File: src/verilog/bar_params.svh
`ifndef BAR_PARAMS_SVH
`define BAR_PARAMS_SVH

// ==========================================================
// Configuration offsets (byte addresses of dwords)
`define HDR_DW_OFFSET 8'h0C
`define MEM_BAR_OFFSET 8'h10
`define IO_BAR_OFFSET 8'h14
`define MEM0_XLAT_OFFSET 8'h98
`define MEM0_SETUP_OFFSET 8'h9C

// ==========================================================
// Field positions
`define LAT_LSB 8
`define MEM_TYPE_LSB 1
`define MEM_PREF_BIT 3
`define MEM_BASE_LSB 12
`define IO_BASE_LSB 8

// ==========================================================
// Reset and fixed values
`define LAT_RST_PCI 8'h00
`define LAT_RST_PCIX 8'h40
`define MEM_BASE_RST 20'h00000
`define IO_BASE_RST 24'h000000
`define IO_SPACE_BIT 1'b1

`endif

File: src/verilog/bar_pkg.sv
package bar_pkg;

  // Configuration request from the primary side
  typedef struct packed {
    logic wr;
    logic rd;
    logic [7:0] addr;
    logic [3:0] be;
    logic [31:0] wdata;
  } cfg_req_t;

  typedef struct packed {
    logic valid;
    logic hit;
    logic [31:0] data;
  } cfg_rsp_t;

  // Primary memory or I/O access to be decoded
  typedef struct packed {
    logic valid;
    logic is_io;
    logic [31:0] addr;
  } acc_req_t;

  typedef struct packed {
    logic valid;
    logic csr_hit;
    logic fwd_hit;
    logic io_hit;
    logic [31:0] fwd_addr;
    logic [11:0] csr_offset;
  } claim_t;

  typedef struct packed {
    logic [7:0] lat_timer;
    logic [19:0] mem_base;
    logic [1:0] mem_type;
    logic mem_pref;
    logic [23:0] io_base;
    logic mem_en;
    logic io_en;
    cfg_rsp_t rsp;
    claim_t claim;
  } bar_state_t;

endpackage

File: src/verilog/bar_window_match.sv
`timescale 1ns/1ps
module bar_window_match #(
  parameter int W = 20
) (
  input wire logic [W-1:0] base,
  input wire logic [W-1:0] mask,
  input wire logic [W-1:0] addr,
  output logic hit,
  output logic enabled
);

  logic [W-1:0] bit_ok;

  // ==========================================================
  // Per-bit compare; unmasked bits lie inside the window
  genvar i;
  generate
    for (i = 0; i < W; i++) begin : g_bit
      assign bit_ok[i] = !mask[i] || (base[i] == addr[i]);
    end
  endgenerate

  assign enabled = |base;
  assign hit = enabled && (&bit_ok);

endmodule

File: src/verilog/primary_header_bar_decode.sv
`timescale 1ns/1ps
`include "bar_params.svh"
module primary_header_bar_decode (
  input wire logic core_clk,
  input wire logic rst_n,
  input wire logic reverse_mode,
  input wire logic pcix_mode,
  input wire logic [31:0] mem0_setup,
  input wire logic [31:0] mem0_xlat_base,
  input wire bar_pkg::cfg_req_t cfg_req,
  output bar_pkg::cfg_rsp_t cfg_rsp,
  input wire bar_pkg::acc_req_t acc_req,
  output bar_pkg::claim_t acc_rsp,
  output logic mem_bar_enabled,
  output logic io_bar_enabled
);
  import bar_pkg::*;

  // ==========================================================
  // Helpers

  // Byte enables widened to a bit mask
  function automatic logic [31:0] lane_mask(input logic [3:0] be);
    logic [31:0] m;
    m = 32'h00000000;
    for (int b = 0; b < 4; b++) begin
      if (be[b]) begin
        m[b*8 +: 8] = 8'hFF;
      end
    end
    return m;
  endfunction

  // Merge new data into bits allowed by the write mask
  function automatic logic [31:0] merge(
    input logic [31:0] cur,
    input logic [31:0] wdata,
    input logic [31:0] wmask
  );
    return (cur & ~wmask) | (wdata & wmask);
  endfunction

  // Dword select, shared by the write and read paths
  function automatic logic [2:0] reg_sel(input logic [7:0] addr);
    logic [2:0] hot;
    hot = 3'b000;
    if (addr == `HDR_DW_OFFSET) begin
      hot = 3'b001;
    end else if (addr == `MEM_BAR_OFFSET) begin
      hot = 3'b010;
    end else if (addr == `IO_BAR_OFFSET) begin
      hot = 3'b100;
    end
    return hot;
  endfunction

  // ==========================================================
  // State

  bar_state_t s_reg;
  bar_state_t s_next;

  logic [19:0] mem_mask;
  logic [31:0] mem_mask_full;
  logic [31:0] mem_word;
  logic [31:0] io_word;
  logic [31:0] hdr_word;
  logic [31:0] mem_wmask;
  logic [31:0] io_wmask;
  logic [31:0] lat_wmask;
  logic [31:0] merged;
  logic [7:0] lat_rst;
  logic mem_hit;
  logic io_hit;
  logic csr_part;
  logic [2:0] sel;

  // ==========================================================
  // Setup mask shapes the memory window

  // Setup bits 31:12 say which base bits software may write
  assign mem_mask = mem0_setup[31:`MEM_BASE_LSB];
  // Bits 11:0 are never part of the base, so 4KB is the least size
  assign mem_mask_full = {mem_mask, 12'h000};

  // ==========================================================
  // Readback words

  always_comb begin
    hdr_word = 32'h00000000;
    // Header layout, function bit and reserved byte stay zero
    hdr_word[23:16] = 8'h00;
    hdr_word[31:24] = 8'h00;
    hdr_word[`LAT_LSB +: 8] = s_reg.lat_timer;
  end

  always_comb begin
    mem_word = 32'h00000000;
    // Bit 0 memory space, bits 11:4 reserved zero
    mem_word[0] = 1'b0;
    mem_word[`MEM_TYPE_LSB +: 2] = s_reg.mem_type;
    mem_word[`MEM_PREF_BIT] = s_reg.mem_pref;
    mem_word[31:`MEM_BASE_LSB] = s_reg.mem_base;
  end

  always_comb begin
    io_word = 32'h00000000;
    io_word[0] = `IO_SPACE_BIT;
    io_word[31:`IO_BASE_LSB] = s_reg.io_base;
  end

  // ==========================================================
  // Write masks: only writable bits in enabled lanes

  // Latency byte is writable only on a reverse bridge
  assign lat_wmask = reverse_mode ?
    (lane_mask(cfg_req.be) & 32'h0000FF00) : 32'h00000000;
  // Base bits follow the setup mask, low bits never change
  assign mem_wmask = lane_mask(cfg_req.be) & mem_mask_full;
  // I/O window is 256 bytes, so all of 31:8 is writable
  assign io_wmask = lane_mask(cfg_req.be) & 32'hFFFFFF00;

  // ==========================================================
  // Window comparators

  bar_window_match #(
    .W(20)
  ) u_mem_match (
    .base(s_reg.mem_base),
    .mask(mem_mask),
    .addr(acc_req.addr[31:`MEM_BASE_LSB]),
    .hit(mem_hit),
    .enabled()
  );

  bar_window_match #(
    .W(24)
  ) u_io_match (
    .base(s_reg.io_base),
    .mask(24'hFFFFFF),
    .addr(acc_req.addr[31:`IO_BASE_LSB]),
    .hit(io_hit),
    .enabled()
  );

  // Offset bits above 4KB all zero means the register page
  assign csr_part = ((acc_req.addr & ~mem_mask_full) & 32'hFFFFF000)
    == 32'h00000000;

  // Latency reset value depends on the primary bus mode on a reverse bridge only; a forward bridge resets it to zero
  assign lat_rst = (reverse_mode && pcix_mode) ?
    `LAT_RST_PCIX : `LAT_RST_PCI;

  // Unknown offsets select nothing: writes dropped, reads miss
  assign sel = reg_sel(cfg_req.addr);

  // ==========================================================
  // Next state

  always_comb begin
    s_next = s_reg;
    merged = 32'h00000000;

    // Type and prefetch fields track the setup register
    s_next.mem_type = mem0_setup[`MEM_TYPE_LSB +: 2];
    s_next.mem_pref = mem0_setup[`MEM_PREF_BIT];
    // Bits that lose write permission fall back to read-only zero
    s_next.mem_base = s_reg.mem_base & mem_mask;

    // Forward bridge holds the latency timer at zero
    if (!reverse_mode) begin
      s_next.lat_timer = `LAT_RST_PCI;
    end

    // ---- Configuration writes
    if (cfg_req.wr) begin
      if (sel[0]) begin
        merged = merge(hdr_word, cfg_req.wdata, lat_wmask);
        s_next.lat_timer = merged[`LAT_LSB +: 8];
        if (!reverse_mode) begin
          s_next.lat_timer = `LAT_RST_PCI;
        end
      end else if (sel[1]) begin
        merged = merge(mem_word, cfg_req.wdata, mem_wmask);
        s_next.mem_base = merged[31:`MEM_BASE_LSB] & mem_mask;
      end else if (sel[2]) begin
        merged = merge(io_word, cfg_req.wdata, io_wmask);
        s_next.io_base = merged[31:`IO_BASE_LSB];
      end
    end

    // ---- Configuration reads, answered one cycle later
    s_next.rsp.valid = cfg_req.rd;
    s_next.rsp.hit = 1'b0;
    s_next.rsp.data = 32'h00000000;
    // Readback uses the current words, so a same-cycle write is not seen
    if (cfg_req.rd) begin
      if (sel[0]) begin
        s_next.rsp.hit = 1'b1;
        s_next.rsp.data = hdr_word;
      end else if (sel[1]) begin
        s_next.rsp.hit = 1'b1;
        s_next.rsp.data = mem_word;
      end else if (sel[2]) begin
        s_next.rsp.hit = 1'b1;
        s_next.rsp.data = io_word;
      end
    end

    // ---- Access decode, one result per request
    s_next.claim.valid = acc_req.valid;
    s_next.claim.csr_hit = 1'b0;
    s_next.claim.fwd_hit = 1'b0;
    s_next.claim.io_hit = 1'b0;
    s_next.claim.fwd_addr = 32'h00000000;
    s_next.claim.csr_offset = 12'h000;
    if (acc_req.valid) begin
      if (acc_req.is_io) begin
        // Zero base leaves the I/O window closed too
        s_next.claim.io_hit = io_hit;
        s_next.claim.csr_offset = {4'h0, acc_req.addr[7:0]};
      end else if (mem_hit) begin
        // An all-zero base makes mem_hit low, so nothing is claimed
        if (csr_part) begin
          s_next.claim.csr_hit = 1'b1;
          s_next.claim.csr_offset = acc_req.addr[11:0];
        end else begin
          s_next.claim.fwd_hit = 1'b1;
          // Window bits from translated base, offset from the access
          s_next.claim.fwd_addr =
            (mem0_xlat_base & mem_mask_full) |
            (acc_req.addr & ~mem_mask_full);
        end
      end
    end

    // ---- Status of the two windows
    s_next.mem_en = |s_next.mem_base;
    s_next.io_en = |s_next.io_base;

    // ---- Synchronous reset
    if (!rst_n) begin
      s_next = '0;
      s_next.lat_timer = lat_rst;
      s_next.mem_base = `MEM_BASE_RST;
      s_next.mem_type = 2'h0;
      s_next.mem_pref = 1'b0;
      s_next.io_base = `IO_BASE_RST;
    end
  end

  // ==========================================================
  // Registers

  always_ff @(posedge core_clk) begin
    s_reg <= s_next;
  end

  // ==========================================================
  // Outputs straight from the state flops

  assign cfg_rsp = s_reg.rsp;
  assign acc_rsp = s_reg.claim;
  assign mem_bar_enabled = s_reg.mem_en;
  assign io_bar_enabled = s_reg.io_en;

endmodule

File: config.mk
export PLATFORM = sky130hd
export DESIGN_NAME = primary_header_bar_decode
export DESIGN_NICKNAME = d
export VERILOG_FILES = /design/src/verilog/bar_pkg.sv /design/src/verilog/bar_window_match.sv /design/src/verilog/primary_header_bar_decode.sv
export VERILOG_INCLUDE_DIRS = /design/src /design/src/verilog
export SDC_FILE = /design/constraint.sdc
export NUM_CORES = 1
export LEC_CHECK = 0
export ABC_AREA = 1
export BUFFER_PORTS_ARGS = -buffer_cell sky130_fd_sc_hd__buf_2
export CAP_MARGIN = 20
export CORE_ASPECT_RATIO = 1.1
export CORE_MARGIN = 2
export CORE_UTILIZATION = 40
export CTS_CLUSTER_SIZE = 24
export DETAILED_ROUTE_END_ITERATION = 8
export HOLD_SLACK_MARGIN = 0.12
export PLACE_DENSITY = 0.7
export SYNTH_ARGS = -nofsm -noshare
export SYNTH_HDL_FRONTEND = slang
export SYNTH_SLANG_ARGS = --single-unit
File: constraint.sdc
create_clock -name core_clk -period 1.6 [get_ports core_clk]
set_clock_uncertainty 0.15 [all_clocks]
set_input_delay 0.08 -clock core_clk [delete_from_list [all_inputs] [get_ports core_clk]]
set_output_delay 0.08 -clock core_clk [all_outputs]
set_load 0.02 [all_outputs]
* Yosys cells after proc, flatten, opt, wreduce, memory -nomap -nowiden
Cells that the tools add are included.
** Storage, ports and cells
- Word-level logic and storage cells :: 183
- Register bits after elaboration :: 139
- Bits of input ports :: 148
- Output and inout bits :: 84
** Operators by class
- Mux-type cells :: 35
- Bitwise gates (word level) :: 24
- Eq/ne operators :: 47
- Reduce and logical (&&, ||, !) cells :: 58
** Operators with widths (count)
- bitwise AND 32 bit :: 7
- two-way mux 139 bit :: 1
- two-way mux 33 bit :: 4
- two-way mux 24 bit :: 4
- inverter 32 bit :: 3
- bitwise OR 32 bit :: 3
- two-way mux 32 bit :: 2
- two-way mux 8 bit :: 7
- OR reduction 24 bit :: 2
- two-way mux 47 bit :: 1
- equality test 1 bit :: 44
- two-way mux 44 bit :: 1
- bitwise AND 20 bit :: 2
- two-way mux 20 bit :: 2
- OR reduction 20 bit :: 2
- bitwise AND 16 bit :: 2
- logical NOT 32 bit :: 1
- two-way mux 28 bit :: 1
- two-way mux 12 bit :: 2
- AND reduction 24 bit :: 1
- logical NOT 1 bit :: 20
- logical OR 1 bit :: 20
- AND reduction 20 bit :: 1
- equality test 8 x 5 -> 1 bit, second input constant :: 2
- other kinds (15) :: 29

* Depth between registers and ports, before layout
- Word-level depth :: 11
- Depth in mapped cells :: 13
- Gate-level depth less buffers :: 13

* Hierarchy
From an unflattened synthesis, not the netlist that was laid out.
** Unflattened totals
- Cell total of the unflattened synthesis :: 1137
- Area total of the unflattened synthesis :: 6982.9 sq um
** Modules (own cells, without submodules)
- primary_header_bar_decode :: seq. area each 2702.6 sq um, times used 1, area each 5911.9 sq um, cells an instance 871
- bar_window_match (u_io_match) :: seq. area each 0.0 sq um, times used 1, area each 591.8 sq um, cells an instance 145
- bar_window_match (u_mem_match) :: seq. area each 0.0 sq um, times used 1, area each 479.2 sq um, cells an instance 121

* Worst setup path before layout
Ideal clock, no wire load.
- Kind :: flip-flop to flip-flop
- From :: register s_reg (netlist bit mem_word[12])
- To :: register s_reg (netlist bit acc_rsp[41])
- Setup time :: 0.064 ns
- Slack :: 0.081 ns
- Stages on the path, launching flop included :: 11
- Buffers on the path :: 1
- Data required time :: 1.386 ns
- Arrival :: 1.305 ns
- Cell sequence :: dfxtp_1 -> inv_1 -> nand2_1 -> nand3_1 -> nand2_1 -> nor3_1 -> nand2_1 -> nor3b_2 -> nand2_2 -> buf_6 -> nor2_1
** On the way
- Word-level cells in the longest chain between the ends :: 6
** Ends and longest elaborated chain
- from (decl) :: line primary_header_bar_decode.sv:60 : bar_state_t s_reg;
- from (signal assigned) :: line primary_header_bar_decode.sv:256 : s_reg <= s_next;
- equality test 1 bit :: line bar_window_match.sv:19 : assign bit_ok[i] = !mask[i] || (base[i] == addr[i]);
- logical OR 1 bit :: line bar_window_match.sv:19
- AND reduction 20 bit :: line bar_window_match.sv:24 : assign hit = enabled && (&bit_ok);
- logical AND 1 bit (*) :: line bar_window_match.sv:24
- inverter 1 bit (no source line) (*)
- OR reduction 5 bit (no source line) (*)
Mark *: on every way between the ends. The rest lies on a longest branch, timed or not.
A chain may end at the register's enable or synchronous reset.

* Worst setup path after layout
- From :: register s_reg (netlist bit mem_word[18])
- To :: register s_reg (netlist bit acc_rsp[32])
Same word-level chain as after synthesis.

==> flow_summary.json <==
{
  "hold_viol": 1,
  "fin_area_um2": 10300,
  "p_total_mw": 8.45,
  "drc": 0,
  "syn_to_final_growth_pct": 71.4,
  "p_per_area_nw_per_um2": 818,
  "startpoint_type": "flop",
  "path_class": "flop to flop",
  "worst_slack_ns": -0.154,
  "initialDrtViolationCount": 659,
  "path_max_fanout": 20,
  "r2r-start": "mem_word[18]$_SDFF_PN0_",
  "start_util_pct": 40.5,
  "io_pins": 232,
  "synth_cells": 855,
  "chipWidth_um": 121,
  "grt_pass1_wl_um": 37400,
  "cts.clk_slew.worst_paths_ns": 0.06,
  "grt_busiest_layer": "met2",
  "fin_nets": 1470,
  "yosysWarnings": 0,
  "violations": "hold timing, setup timing",
  "ir_worst_vdd_uv": 693,
  "yosysUniqueCellTypes": 38,
  "fmax_mhz": 570,
  "cp.arrival_ns": 1.97,
  "grt_usage_pct": 30.5,
  "grt_pass1_vias": 7547,
  "met3_usage_pct": 5.91,
  "min_path_type": "input port to flop",
  "synth_area_um2": 6030,
  "ant_nets": 0,
  "grtUsageMet1_pct": 35.6,
  "rsz0062_at_grt": "yes",
  "antenna_found_initial": 1,
  "drt-total-wl_um": 24400,
  "postCtsHoldBufs": 124,
  "grt_max_degree": 21,
  "holdWs_ns": -0.0387,
  "met2_usage_pct": 50.8,
  "synth_seq_cells": 135,
  "avgSynthCellArea_um2": 7.05,
  "die_h_um": 133,
  "rr_endpoint": "acc_rsp[32]$_SDFF_PP0_",
  "tns_ns": -4.25,
  "leakage_nw": 5.22,
  "clk_path_buf_depth": 2,
  "drive_gt1_share_pct": 33.6,
  "worst_hold_path.endpoint": "acc_rsp[44]$_SDFF_PN0_",
  "hold_depth": 5,
  "wl_per_cell_um": 15.9,
  "end_kind": "flop",
  "r2r_slack_ns": -0.15,
  "synth_top_area_cell": "dfxtp_1",
  "layout_commonest_cell": "buf_2",
  "outcome": "finished, violations left",
  "fin_crit_sh_pct": 110,
  "final.fill_count": 1146,
  "grt_remaining_overflow": 0,
  "startpoint": "mem_word[18]$_SDFF_PN0_",
  "routed-via-count": 7539,
  "seq_area_frac_synth_pct": 44.9,
  "synth_edf_count": 0,
  "maxCapViolCount": 0,
  "layout_common_cells": "buf_2, nand2_1, buf_4",
  "synth_top_area_share_pct": 44.9,
  "port_buffers": 197,
  "setup_violations": 46,
  "first_pass_iters": 6,
  "cts.sinks": 135,
  "period_minus_slack_ns": 1.75,
  "synth_flop_cell": "dfxtp_1",
  "h-tree-depth": 4,
  "rows": 47,
  "cts_made_buffers": 17,
  "place_hpwl_um": 17500,
  "dieArea_um2": 16100,
  "post_dp_cell_area_um2": 8300,
  "fin_util_pct": 69.4,
  "async_reset_ff_share_pct": 0,
  "slew_violations": 0,
  "reg2reg_depth": 9,
  "coreArea_um2": 14900,
  "cp_data_required_time_ns": 1.81,
  "clk_root_buffer_cell": "clkbuf_16",
  "insertion_delay_ns": 0.43,
  "gp_congestion": 0.989,
  "tritoncts": "done",
  "netlist_top_cells_area": "dfxtp_1, nand2_1, inv_1, nor2_1, a21oi_1",
  "vias_per_cell": 4.92,
  "worstHoldStart": "acc_req[16]"
}
[metrics by stage]
stage               std cells  setup slack (ns)
global route             1532            -0.271
global placement         1375            -0.204
floorplan                 858            0.0810
detailed placement       1375            -0.272
finish                   1532            -0.154
CTS                      1532            -0.143
[cells by family after synthesis]
| logic type | Yosys count | share of synthesized area, % |
|---|---|---|
| xor gates and xnor gates | 12 | 1.74 |
| and+or+nand+nor | 413 | 29.7 |
| DFF | 135 | 44.9 |
| AOI/OAI and AO/OA | 125 | 11.5 |
| buffers and inverters | 169 | 12.1 |
| other | 1 | 0.0622 |
[sequential cells by signal (all words and copies together) (netlist names)]
signal           count
mem_word            23
hdr_word             8
mem_bar_enabled      1
acc_rsp             48
cfg_rsp             30
io_word             24
io_bar_enabled       1
[per-layer routing]
metal	vias up	part of all wire (%)
li1	3653	-
met1	3372	38
met2	414	47
met3	100	8.7
met4	0	5.5
met5	-	0
[what timing repair did]
item	in CTS	in global routing
resized for setup	20	44
setup endpoints to repair	46	58
pin swaps	6	13
endpoints found under the hold margin	111	1
setup buffers	1	3
[cell type report]
| class | count | area [µm²] | share of cell area (%) |
|---|---|---|---|
| clock inverter | 11 | 146 | 1.42 |
| sequential | 135 | 2710 | 26.3 |
| timing repair buffer | 467 | 3450 | 33.4 |
| multi-input combinational | 554 | 2760 | 26.7 |
| clock buffer | 21 | 460 | 4.46 |
| inverter | 147 | 552 | 5.34 |
| tap | 196 | 245 | 2.37 |
| antenna | 1 | 2.50 | 0.0242 |
[power breakdown]
group          total [mW]  leakage (nW)  internal, mW  switching (mW)
Clock                4.06         0.294          2.53            1.52
Sequential           3.38          1.09          3.38         0.00469
Combinational        1.01          3.84         0.538           0.472
Total                8.45          5.22          6.45            2.00
[Yosys cell counts (all sizes together), types with 4 or more instances]
cell and count:
clkbuf 4, nor3 5, nand4 21, nor4 10
xor2 4, nand2 187, o22ai 19, nand3 52
o21ai 33, a21oi 59, xnor2 8, inv 145
nor2 133, dfxtp 135, buf 18
[worst max-delay path, cell delays in order (launching register included)]
cell,delay [ns]
dfxtp_2,0.35
a21oi_2,0.06
o21ai_1,0.09
buf_4,0.14
nand4_1,0.10
nor2_2,0.16
nor3b_2,0.20
nand2_2,0.13
buf_12,0.19
nor2_2,0.10
[how the worst max path moves through the flow]
stage	to	slack, ns
finish	acc_rsp[32]$_SDFF_PP0_	-0.15
global route	acc_rsp[35]$_SDFF_PP0_	-0.27
CTS	acc_rsp[13]$_SDFF_PP0_	-0.14
detailed placement	acc_rsp[7]$_SDFF_PN0_	-0.27
global placement	acc_rsp[3]$_SDFF_PN0_	-0.20
floorplan	acc_rsp[41]$_SDFF_PP0_	0.08
Note: power is estimated with default switching activity, not from simulation.
